[config.mk]
export PLATFORM = sky130hd
export DESIGN_NAME = pmls_top
export DESIGN_NICKNAME = d
export VERILOG_FILES = /design/src/rtl/pmls_led_sel.v /design/src/rtl/pmls_top.v
export VERILOG_INCLUDE_DIRS = /design/src /design/src/rtl
export SDC_FILE = /design/constraint.sdc
export NUM_CORES = 1
export LEC_CHECK = 0
export ABC_CLOCK_PERIOD_IN_PS = 2410
export BUFFER_PORTS_ARGS = -buffer_cell sky130_fd_sc_hd__buf_2
export CORE_MARGIN = 1
export CORE_UTILIZATION = 47
export DETAILED_ROUTE_END_ITERATION = 7
export GPL_TIMING_DRIVEN = 0
export PLACE_DENSITY = 0.8
export SYNTH_ARGS = -nofsm -noshare
export SYNTH_HDL_FRONTEND = slang
export SYNTH_SLANG_ARGS = --single-unit
[constraint.sdc]
create_clock -name hclk -period 2.41 [get_ports hclk]
set_input_delay 0.1205 -clock hclk [delete_from_list [all_inputs] [get_ports hclk]]
set_output_delay 0.1205 -clock hclk [all_outputs]
set_load 0.01 [all_outputs]
[src/rtl/pmls_map.vh]
// Register map, field positions, reset values and codes of the PHY mode and LED select block
`ifndef PMLS_MAP_VH
`define PMLS_MAP_VH

// Register indices; byte address is four times the index
`define PMLS_IDX_MODE_LED 8'h0A
`define PMLS_IDX_MAC_CTRL 8'h0B
`define PMLS_IDX_STATUS 8'h0C

// Register widths and reset values
`define PMLS_MODE_LED_W 16
`define PMLS_MODE_LED_RST 16'h0000
`define PMLS_MODE_LED_WMASK 16'h38FC
`define PMLS_MAC_CTRL_RST 1'h0

// Fields of phy_mode_led_control
`define PMLS_SPEED_BIT 13
`define PMLS_DUPLEX_SELECT_BIT 12
`define PMLS_AUTONEG_ENABLE_MAC_BIT 11
`define PMLS_LSA_HI 7
`define PMLS_LSA_LO 5
`define PMLS_LSB_HI 4
`define PMLS_LSB_LO 2

// Fields of the MAC control register and the status register
`define PMLS_MAC_FDX_BIT 0
`define PMLS_ST_SPEED_BIT 0
`define PMLS_ST_DUPLEX_SELECT_BIT 1
`define PMLS_ST_AUTONEG_ENABLE_MAC_BIT 2
`define PMLS_ST_MACFDX_BIT 3

// LED selector codes
`define PMLS_LED_ANY_LINK 3'h0
`define PMLS_LED_RESERVED 3'h1
`define PMLS_LED_LINK10 3'h2
`define PMLS_LED_FULL_DUPLEX_SELECT 3'h3
`define PMLS_LED_TXRX 3'h4
`define PMLS_LED_LINK100 3'h5
`define PMLS_LED_RX 3'h6
`define PMLS_LED_TX 3'h7

// AHB transfer type bit that marks an active transfer
`define PMLS_HTRANS_ACTIVE_BIT 1

`endif

[src/rtl/pmls_led_sel.v]
// One LED output with its own 3-bit indication selector
`timescale 1ns/100ps
`default_nettype none
`include "pmls_map.vh"

module pmls_led_sel (
    // Clock and reset
    input wire hclk,
    input wire hresetn,
    // Selector
    input wire [2:0] sel,
    // Indications
    input wire link10_indication,
    input wire full_duplex_indication,
    input wire txrx_activity_indication,
    input wire link100_indication,
    input wire rx_activity_indication,
    input wire tx_activity_indication,
    // LED pin level
    output reg led_out
);

    reg led_next;

    always @* begin
        case (sel)
            `PMLS_LED_ANY_LINK: led_next = link100_indication | link10_indication;
            `PMLS_LED_RESERVED: led_next = 1'b0;
            `PMLS_LED_LINK10: led_next = link10_indication;
            `PMLS_LED_FULL_DUPLEX_SELECT: led_next = full_duplex_indication;
            `PMLS_LED_TXRX: led_next = txrx_activity_indication;
            `PMLS_LED_LINK100: led_next = link100_indication;
            `PMLS_LED_RX: led_next = rx_activity_indication;
            `PMLS_LED_TX: led_next = tx_activity_indication;
            default: led_next = 1'b0;
        endcase
    end

    always @(posedge hclk or negedge hresetn) begin
        if (!hresetn) begin
            led_out <= 1'b0;
        end else begin
            led_out <= led_next;
        end
    end

endmodule // pmls_led_sel
`default_nettype wire

[src/rtl/pmls_top.v]
// PHY speed, duplex and mode resolution with two LED selectors behind an AHB-Lite slave
//
// Design decision made here: register access over AHB-Lite.
`timescale 1ns/100ps
`default_nettype none
`include "pmls_map.vh"

module pmls_top (
    // Clock and reset
    input wire hclk,
    input wire hresetn,
    // AHB-Lite slave
    input wire hsel,
    input wire [31:0] haddr,
    input wire [1:0] htrans,
    input wire hwrite,
    input wire [2:0] hsize,
    input wire [31:0] hwdata,
    input wire hready,
    output reg [31:0] hrdata,
    output reg hreadyout,
    output reg hresp,
    // PHY control register 0 bits
    input wire phy_autoneg_enable,
    input wire phy_ctrl_speed_100,
    input wire phy_ctrl_full_duplex,
    // Auto-negotiation outcome
    input wire autoneg_enable_mac_result_speed_100,
    input wire autoneg_enable_mac_result_full_duplex,
    // Indications from the PHY
    input wire link10_indication,
    input wire full_duplex_indication,
    input wire txrx_activity_indication,
    input wire link100_indication,
    input wire rx_activity_indication,
    input wire tx_activity_indication,
    // Resolved PHY and MAC mode
    output reg phy_speed_100,
    output reg phy_full_duplex,
    output reg phy_autoneg_mode,
    output reg mac_full_duplex,
    // LED pins
    output wire led_out_a,
    output wire led_out_b
);

    // Byte address of a register index
    function [31:0] pmls_byte_addr;
        input [7:0] idx;
        begin
            pmls_byte_addr = {22'h000000, idx, 2'h0};
        end
    endfunction

    // Whole-word match of the captured address against a register index
    function pmls_addr_hit;
        input [31:0] addr;
        input [7:0] idx;
        begin
            pmls_addr_hit = (addr == pmls_byte_addr(idx));
        end
    endfunction

    reg [15:0] mode_led_reg;
    reg mac_fdx_reg;
    reg pend_reg;
    reg wr_reg;
    reg [31:0] addr_reg;
    reg speed_next;
    reg duplex_select_next;
    reg autoneg_enable_mac_mode_next;
    reg [31:0] rdata_next;
    wire accept;
    wire autoneg_enable_mac_mac;
    wire hit_mode_led;
    wire hit_mac_ctrl;
    wire hit_status;
    wire wr_strobe;
    wire rd_strobe;

    assign accept = hsel & htrans[`PMLS_HTRANS_ACTIVE_BIT] & hready;
    assign autoneg_enable_mac_mac = mode_led_reg[`PMLS_AUTONEG_ENABLE_MAC_BIT];

    // Register selects for the data phase; the address is held from the address phase
    assign hit_mode_led = pmls_addr_hit(addr_reg, `PMLS_IDX_MODE_LED);
    assign hit_mac_ctrl = pmls_addr_hit(addr_reg, `PMLS_IDX_MAC_CTRL);
    assign hit_status = pmls_addr_hit(addr_reg, `PMLS_IDX_STATUS);
    assign wr_strobe = pend_reg & wr_reg;
    assign rd_strobe = pend_reg & ~wr_reg;

    // Address phase capture and one wait state in the data phase
    always @(posedge hclk or negedge hresetn) begin
        if (!hresetn) begin
            pend_reg <= 1'b0;
            wr_reg <= 1'b0;
            addr_reg <= 32'h00000000;
            hreadyout <= 1'b1;
            hresp <= 1'b0;
        end else begin
            if (pend_reg) begin
                pend_reg <= 1'b0;
                hreadyout <= 1'b1;
            end else if (accept) begin
                pend_reg <= 1'b1;
                wr_reg <= hwrite;
                addr_reg <= haddr;
                hreadyout <= 1'b0;
            end
            hresp <= 1'b0;
        end
    end

    // Read data, unmapped addresses read as zero
    always @* begin
        rdata_next = 32'h00000000;
        if (hit_mode_led) begin
            rdata_next = {16'h0000, mode_led_reg};
        end else if (hit_mac_ctrl) begin
            rdata_next[`PMLS_MAC_FDX_BIT] = mac_fdx_reg;
        end else if (hit_status) begin
            rdata_next[`PMLS_ST_SPEED_BIT] = phy_speed_100;
            rdata_next[`PMLS_ST_DUPLEX_SELECT_BIT] = phy_full_duplex;
            rdata_next[`PMLS_ST_AUTONEG_ENABLE_MAC_BIT] = phy_autoneg_mode;
            rdata_next[`PMLS_ST_MACFDX_BIT] = mac_full_duplex;
        end
    end

    always @(posedge hclk or negedge hresetn) begin
        if (!hresetn) begin
            hrdata <= 32'h00000000;
        end else if (rd_strobe) begin
            hrdata <= rdata_next;
        end
    end

    // Mode and LED select register written in the data phase; reserved bits stay zero
    always @(posedge hclk or negedge hresetn) begin
        if (!hresetn) begin
            mode_led_reg <= `PMLS_MODE_LED_RST;
        end else if (wr_strobe && hit_mode_led) begin
            mode_led_reg <= hwdata[15:0] & `PMLS_MODE_LED_WMASK;
        end
    end

    // MAC duplex control register
    always @(posedge hclk or negedge hresetn) begin
        if (!hresetn) begin
            mac_fdx_reg <= `PMLS_MAC_CTRL_RST;
        end else if (wr_strobe && hit_mac_ctrl) begin
            mac_fdx_reg <= hwdata[`PMLS_MAC_FDX_BIT];
        end
    end

    // Speed, duplex and mode resolution
    always @* begin
        autoneg_enable_mac_mode_next = autoneg_enable_mac_mac & phy_autoneg_enable;
        if (!autoneg_enable_mac_mac) begin
            speed_next = mode_led_reg[`PMLS_SPEED_BIT];
            duplex_select_next = mode_led_reg[`PMLS_DUPLEX_SELECT_BIT];
        end else if (phy_autoneg_enable) begin
            speed_next = autoneg_enable_mac_result_speed_100;
            duplex_select_next = autoneg_enable_mac_result_full_duplex;
        end else begin
            speed_next = phy_ctrl_speed_100;
            duplex_select_next = phy_ctrl_full_duplex;
        end
    end

    always @(posedge hclk or negedge hresetn) begin
        if (!hresetn) begin
            phy_speed_100 <= 1'b0;
            phy_full_duplex <= 1'b0;
            phy_autoneg_mode <= 1'b0;
            mac_full_duplex <= 1'b0;
        end else begin
            phy_speed_100 <= speed_next;
            phy_full_duplex <= duplex_select_next;
            phy_autoneg_mode <= autoneg_enable_mac_mode_next;
            mac_full_duplex <= mac_fdx_reg;
        end
    end

    // LED selectors
    pmls_led_sel u_led_a (
        .hclk(hclk),
        .hresetn(hresetn),
        .sel(mode_led_reg[`PMLS_LSA_HI:`PMLS_LSA_LO]),
        .link10_indication(link10_indication),
        .full_duplex_indication(full_duplex_indication),
        .txrx_activity_indication(txrx_activity_indication),
        .link100_indication(link100_indication),
        .rx_activity_indication(rx_activity_indication),
        .tx_activity_indication(tx_activity_indication),
        .led_out(led_out_a)
    );

    pmls_led_sel u_led_b (
        .hclk(hclk),
        .hresetn(hresetn),
        .sel(mode_led_reg[`PMLS_LSB_HI:`PMLS_LSB_LO]),
        .link10_indication(link10_indication),
        .full_duplex_indication(full_duplex_indication),
        .txrx_activity_indication(txrx_activity_indication),
        .link100_indication(link100_indication),
        .rx_activity_indication(rx_activity_indication),
        .tx_activity_indication(tx_activity_indication),
        .led_out(led_out_b)
    );

endmodule // pmls_top
`default_nettype wire

==> results of run 1 <==
## routing by layer
layer,share of wire,up-vias,global-route usage,routed length (um)
met5,0,-,0,0
met4,0.034,0,0.155,234
met3,0.056,24,0.0276,386
met2,0.51,108,0.405,3500
met1,0.40,1165,0.284,2730
li1,-,1213,-,-
## synth_stat cells, drive strengths merged
cell type	n
and4	3
mux2	10
nor3	2
and3	1
conb	1
nor2	9
clkinv	1
mux2i	5
nand2	122
nor4b	1
clkbuf	7
a21oi	6
dfrtp	61
nand4	1
dfstp	1
nor4	6
nand4b	1
or3	1
nand3	5
o31ai	4
a32oi	1
and2	1
nand2b	2
buf	23
or4	5
nor2b	5
o21ai	9
a22oi	3
## worst paths after layout
check | slack, ns | depth (start not counted) | startpoint | to
max in group asynchronous | 1.49 | 2 | hresetn | hrdata[1]
min in group asynchronous | 0.43 | 2 | hresetn | addr_reg[11]
worst max-delay path | 0.42 | 4 | addr_reg[8] | mode_led_reg[4]
worst min-delay path | 0.01 | 3 | haddr[14] | addr_reg[14]
worst max register to register | 0.42 | 4 | addr_reg[8] | mode_led_reg[4]
worst min register to register | 0.40 | 0 | mac_fdx_reg | mac_full_duplex
## final cells by class
type | count | area, sq um
buffer | 30 | 195
clock buffer | 11 | 151
inverter | 1 | 3.75
tap | 72 | 90.1
sequential | 62 | 1550
timing repair buffer | 108 | 703
multi-input combinational | 225 | 1130
clock inverter | 2 | 10.0
fill | 457 | 1800
## placed cells by master, fill, tap and decap left out, drive strengths merged, types with 3 or more instances in the layout
master	instances
nor4	6
o31ai	4
nand2	122
a22oi	3
and4	3
nor2b	5
dfrtp	61
o21ai	9
or4	5
a21oi	6
clkbuf	18
clkinv	3
conb	22
nor2	9
dlygate4sd3	32
mux2i	5
mux2	10
nand3	5
buf	99
## worst max-delay path, delay by kind of cell (launching register included)
| kind | cells | cell delay [ns] |
|---|---|---|
| and+or+nand+nor | 3 | 1.16 |
| muxes | 1 | 0.32 |
| DFF | 1 | 0.39 |
## power by group through the flow
stage	clock, W	combinational, W	sequential, W
after global placement	0	0.000340	0.00126
after CTS	0.000780	0.000390	0.00126
after floorplan	0	0.000226	0.00125
after global routing	0.000828	0.000447	0.00127
after detailed placement	0	0.000350	0.00127
final	0.000771	0.000395	0.00126
## stage by stage
stage               hold WS (ns)   util
CTS                      0.00194  0.678
finish                    0.0115  0.680
global placement           0.312  0.594
global route             0.00376  0.680
floorplan                 -0.175      -
detailed placement         0.312  0.594
## logic make-up after synthesis
group           count (synthesis)
simple gates                  165
flops                          62
buf+inv                        31
compound gates                 23
mux                            15
other cells                     1
## timing repair
action                     CTS  global route
hold buffers                31             1
hold endpoints to repair    31            61
setup endpoints to repair    0             0
==> key figures, run 1 <==
Run status
  – Status: finished clean

Critical path
  – Critical-path maximum fanout: 9
  – Setup CP Type: flop to flop
  – CP peak stage delay: 0.57 ns
  – Startpoint types: flop
  – Crit. End Element: flop
  – Crit path max-delay cell type: or4_4
  – Crit path DAT: 2.20 ns
  – Worst path cell trace: or4_4 > nor4_4 > nand3_4 > mux2_2
  – Req. time, crit path: 2.62 ns

Clock tree
  – Reg clk slew, reported paths: 0.06 ns
  – CTS root buf: clkbuf_8
  – Clk Latency, worst-skew pair: 0.33 ns
  – Sink Count: 62
  – Resize count post-CTS: 0
  – Clk buf depth: 2
  – TritonCTS clock tree: yes
  – Cts bufs inserted: 9
  – Postcts setup bufs: 0
  – H-tree depth: 3

Timing
  – Setup Skew: 0.00896 ns
  – Fmax: 0.502 GHz
  – Period utilization: 0.827
  – Worst setup margin: 0.417 ns
  – Final hold vios: 0
  – Slew HR: 0.495
  – TNS Setup: 0 ns
  – Min Tclk post-route: 1.99 ns
  – Endpoints failing setup: 0
  – Slew Viols, Final: 0
  – RSZ-0062 raised after global routing: no
  – Worst-margin pin slew: 0.757 ns

Global route
  – GRT Total Usage: 0.238
  – Vias in the first global route: 2489
  – Congestion Overflow GR: 0
  – First-pass GRT wire length: 11100 um
  – Initial antenna violation count: 0
  – Largest net degree at the start of global routing: 63

Finish
  – Area growth, synth to finish: 36.9%
  – Cell area after layout: 3840 sq um
  – Finished Layout Cells: 511
  – Fraction of layout cells with a size suffix above 1: 0.287
  – Max reg flops: 32
  – Final #Nets: 522
  – ANT cells: 0

Route
  – Pre-antenna DRT Iters: 4
  – Average routed wire per standard cell: 13.4 um
  – DRC viols: 0
  – Iter 0 DRT Violations: 191
  – Post-route ant nets: 0
  – Vias: 2510
  – Vias/cell: 4.91
  – Final WL: 6850 um

Placement
  – Placed cells: 466
  – Port bufs: 76
  – Dpl ws: 0.427 ns
  – Gpl congestion: 0.819
  – DP HPWL: 4600 um
  – Cell area after placement: 3350 sq um

Die
  – Initial core utilization: 0.497
  – Core Area: 5640 sq um
  – Die Ht: 79.2 um
  – Die X: 79.2 um
  – Row count: 27
  – Die area: 6280 sq um
  – Io pins: 125

Power
  – Power density cells: 633 nW/um^2
  – Sw Pwr: 0.000663 W
  – Combinational power share: 0.163
  – P_int: 0.00177 W
  – Clock power share: 0.317
  – Leak: 2.01 nW
  – Flop pwr share: 0.520
  – Peak VDD IR: 0.412 mV
  – Total power: 0.00243 W
  – Net Sw Frac: 0.273

Logic synthesis
  – Syn. warnings: 0
  – Largest family of logic cells by synthesized area: simple AND/OR/NAND/NOR gates
  – Synth Area in Compound Gates: 0.0486
  – Yosys top cell area share: 0.544
  – Synth Area in Adders: 0
  – Synth Instances: 297
  – Dominant cells by area after synthesis: dfrtp_1, nand2_1, buf_4
  – Syn Std Cell Area: 2800 sq um
  – Post-synthesis register bit count: 62
  – Post-synth top area cell: dfrtp_1
  – Mux contribution to synthesized area: 0.0580
  – Library cells used by synthesis: 32
  – Post-Synth Simple-Gate Area: 0.267
  – Syn Area/Cell: 9.44 sq um
  – Seq/Total Area, Yosys: 0.554
  – Xor/xnor share of the synthesized area: 0

Flow run
  – # Max-Cap Violations: 0

Min path
  – Hold WC Path Type: input pin to flop
No activity file was read; power rests on OpenSTA's default activity.
==> run 2: changes to the inputs <==
--- a/config.mk
+++ b/config.mk
@@ -6,13 +6,14 @@
 export SDC_FILE = /design/constraint.sdc
 export NUM_CORES = 1
 export LEC_CHECK = 0
-export ABC_CLOCK_PERIOD_IN_PS = 2410
+export ABC_AREA = 1
+export ABC_CLOCK_PERIOD_IN_PS = 2100
 export BUFFER_PORTS_ARGS = -buffer_cell sky130_fd_sc_hd__buf_2
 export CORE_MARGIN = 1
 export CORE_UTILIZATION = 47
 export DETAILED_ROUTE_END_ITERATION = 7
 export GPL_TIMING_DRIVEN = 0
-export PLACE_DENSITY = 0.8
+export PLACE_DENSITY = 0.79
 export SYNTH_ARGS = -nofsm -noshare
 export SYNTH_HDL_FRONTEND = slang
 export SYNTH_SLANG_ARGS = --single-unit
==> constraint.sdc (replaced) <==
create_clock -name hclk -period 2.1 [get_ports hclk]
set_input_delay 0.105 -clock hclk [delete_from_list [all_inputs] [get_ports hclk]]
set_output_delay 0.105 -clock hclk [all_outputs]
set_load 0.01 [all_outputs]
==> key figures, run 2 <==
Die
  – Die Ht: 80.4 um (+1.5%)
  – Initial core utilization: 0.488 (-0.00863)
  – Die X: 80.4 um (+1.5%)
  – Die area: 6470 sq um (+3.0%)
  – Row count: 28 (+3.7%)
  – Io pins: 125 (unchanged)
  – Core Area: 5920 sq um (+4.9%)

Route
  – DRC viols: 0 (unchanged)
  – Post-route ant nets: 0 (unchanged)
  – Pre-antenna DRT Iters: 4 (unchanged)
  – Iter 0 DRT Violations: 165 (-14%)
  – Vias/cell: 4.59 (-6.5%)
  – Vias: 2646 (+5.4%)
  – Final WL: 6680 um (-2.5%)
  – Average routed wire per standard cell: 11.6 um (-13%)

Power
  – Power density cells: 706 nW/um^2 (+12%)
  – Flop pwr share: 0.479 (-0.041)
  – Peak VDD IR: 0.486 mV (+18%)
  – Clock power share: 0.364 (+0.047)
  – Combinational power share: 0.157 (-0.006)
  – Sw Pwr: 0.000758 W (+14%)
  – P_int: 0.00211 W (+19%)
  – Net Sw Frac: 0.264 (-0.00845)
  – Leak: 2.15 nW (+7.2%)

Placement
  – Gpl congestion: 0.983 (+20%)
  – DP HPWL: 4290 um (-6.7%)
  – Port bufs: 76 (unchanged)
  – Cell area after placement: 3440 sq um (+2.7%)

Run status
  – Status: finished clean

Finish
  – Commonest non-fill, non-tap cell in the layout: nand2_1
  – Cell area after layout: 4060 sq um (+5.7%)
  – Max reg flops: 32 (unchanged)
  – Most frequent cells in the layout: nand2_1, buf_2, dfrtp_1
  – Area growth, synth to finish: 40.3%
  – ANT cells: 0 (unchanged)
  – Final #Nets: 581 (+11%)
  – Fraction of layout cells with a size suffix above 1: 0.267 (-0.0196)

Clock tree
  – TritonCTS clock tree: yes
  – Clk buf depth: 2 (unchanged)
  – Postcts setup bufs: 0 (unchanged)
  – Sink Count: 62 (unchanged)
  – Reg clk slew, reported paths: 0.07 ns (about the same)
  – CTS root buf: clkbuf_8
  – Clk Latency, worst-skew pair: 0.34 ns (about the same)
  – H-tree depth: 3 (unchanged)
  – Cts bufs inserted: 9 (unchanged)

Timing
  – Worst-margin pin slew: 0.759 ns (+0.00200 ns)
  – Slew Viols, Final: 0 (unchanged)
  – Fmax: 0.608 GHz (+21%)
  – Setup Skew: 0.0112 ns (+0.00228 ns)
  – RSZ-0062 raised after global routing: no
  – TNS Setup: 0 ns (unchanged)
  – Period utilization: 0.783 (-0.0438)
  – Slew HR: 0.494 (-0.00133)
  – Endpoints failing setup: 0 (unchanged)
  – Final hold vios: 0 (unchanged)
  – WHS: 0.00356 ns (-0.00797 ns)
  – Min Tclk post-route: 1.64 ns (-0.348 ns)

Logic synthesis
  – Syn Std Cell Area: 2890 sq um (+3.1%)
  – Yosys top cell area share: 0.528 (-0.0165)
  – Synth Instances: 347 (+17%)
  – Post-synth EDFFs: 0 (unchanged)
  – Library cells used by synthesis: 26 (-19%)
  – Most frequent cell after synthesis: nand2_1
  – Asr flop ratio synth: 1.00 (unchanged)
  – Seq/Total Area, Yosys: 0.537 (-0.0168)
  – Top post-synthesis cells by count: nand2_1, dfrtp_1, o21ai_0
  – Syn. warnings: 0 (unchanged)
  – Post-synth top area cell: dfrtp_1
  – Post-synthesis register bit count: 62 (unchanged)
  – Dominant cells by area after synthesis: dfrtp_1, nand2_1, o21ai_0
  – Syn Area/Cell: 8.33 sq um (-12%)
  – Main synth FF type: dfrtp_1

Critical path
  – Crit path max-delay cell type: dfrtp_1
  – Worst path cell trace: inv_1 > nand2_1 > nor2_1 > nand2_1 > nor2_4 > nand2_4 > nor2_8 > buf_12 > o21ai_0
  – Crit path DAT: 1.85 ns (-0.35 ns)
  – Startpoint types: flop
  – Crit. End Element: flop
  – Req. time, crit path: 2.30 ns (-0.32 ns)
  – CP most frequent cell: nand2_1
  – Setup CP Type: flop to flop
  – CP peak stage delay: 0.38 ns (-0.19 ns)
  – Critical-path maximum fanout: 10 (+1)

Global route
  – Largest net degree at the start of global routing: 63 (unchanged)
  – Congestion Overflow GR: 0 (unchanged)
  – Vias in the first global route: 2573 (+3.4%)
  – GRT Total Usage: 0.231 (-0.00739)
  – First-pass GRT wire length: 11100 um (-0.43%)
  – Initial antenna violation count: 0 (unchanged)

Flow run
  – # Max-Cap Violations: 0 (unchanged)

Min path
  – Hold WC Path Type: input pin to flop
-- run 2: cell count changes after synthesis, moves of 5 or more --
cell	change
nand2_1	-19
o21ai_0	+43
buf_2	+5
mux2_2	-10
inv_1	+44
mux2i_1	-5
nor2_1	+12
nor2b_1	-5
nor4_1	-5
-- run 2: critical path: cells and delay by family, from the launching register on --
| family | cells | cell delay [ns] |
|---|---|---|
| AOI/OAI and AO/OA | 1 | 0.08 |
| buffers and inverters | 2 | 0.23 |
| DFF | 1 | 0.38 |
| and+or+nand+nor | 6 | 0.82 |
-- run 2: cells by family (layout without fill, tap and decap cells) --
family	after synthesis	after routing	synth area share
compound gates	63	63	0.115
buf+inv	78	211	0.138
flops	62	62	0.537
other cells	1	22	0.00130
simple gates	143	143	0.209
-- run 2: per-stage QoR --
step | instances | worst slack [ns] | util | total power, W
after floorplan | 368 | 0.733 | - | 0.00163
after global placement | 519 | 0.525 | 0.582 | 0.00176
after detailed placement | 519 | 0.484 | 0.582 | 0.00178
after CTS | 575 | 0.463 | 0.683 | 0.00288
after global routing | 576 | 0.290 | 0.685 | 0.00302
final | 576 | 0.455 | 0.685 | 0.00286
-- run 2: final cells by class --
class | count | area, sq um
Clock inverter | 6 | 61.3
Clock buffer | 10 | 138
Buffer | 32 | 225
Fill cell | 475 | 1860
Multi-Input combinational cell | 228 | 1020
Inverter | 46 | 173
Tap cell | 75 | 93.8
Sequential cell | 62 | 1550
Timing Repair Buffer | 117 | 793
-- run 2: repair_timing --
item                       in CTS  in global routing
hold endpoints to repair       40                 61
gates resized for setup         0                  0
hold buffers                   40                  1
setup endpoints to repair       0                  0
-- run 2: worst paths after layout --
path / start / cells after the start / to / slack (ns)
setup / recovery: addr_reg[23] / 9 / mode_led_reg[7] / 0.46
hold / removal: haddr[8] / 3 / addr_reg[8] / 0.004
setup reg to reg: addr_reg[23] / 9 / mode_led_reg[7] / 0.46
hold reg to reg: mac_fdx_reg / 0 / mac_full_duplex / 0.41
max in group asynchronous: hresetn / 2 / mode_led_reg[4] / 1.22
min in group asynchronous: hresetn / 2 / hrdata[7] / 0.39
-- run 2: per-layer routing --
| metal | routed length (um) | GRT usage |
|---|---|---|
| met5 | 0 | 0 |
| met1 | 2840 | 0.284 |
| met3 | 363 | 0.0511 |
| met2 | 3390 | 0.392 |
| met4 | 89 | 0.0893 |
-- run 2: power by group through the flow --
| stage | logic, W | registers [W] | clock network [W] |
|---|---|---|---|
| global route | 0.000519 | 0.00138 | 0.00112 |
| CTS | 0.000445 | 0.00137 | 0.00106 |
| floorplan | 0.000248 | 0.00138 | 0 |
| detailed placement | 0.000385 | 0.00139 | 0 |
| finish | 0.000451 | 0.00137 | 0.00104 |
| global placement | 0.000375 | 0.00139 | 0 |
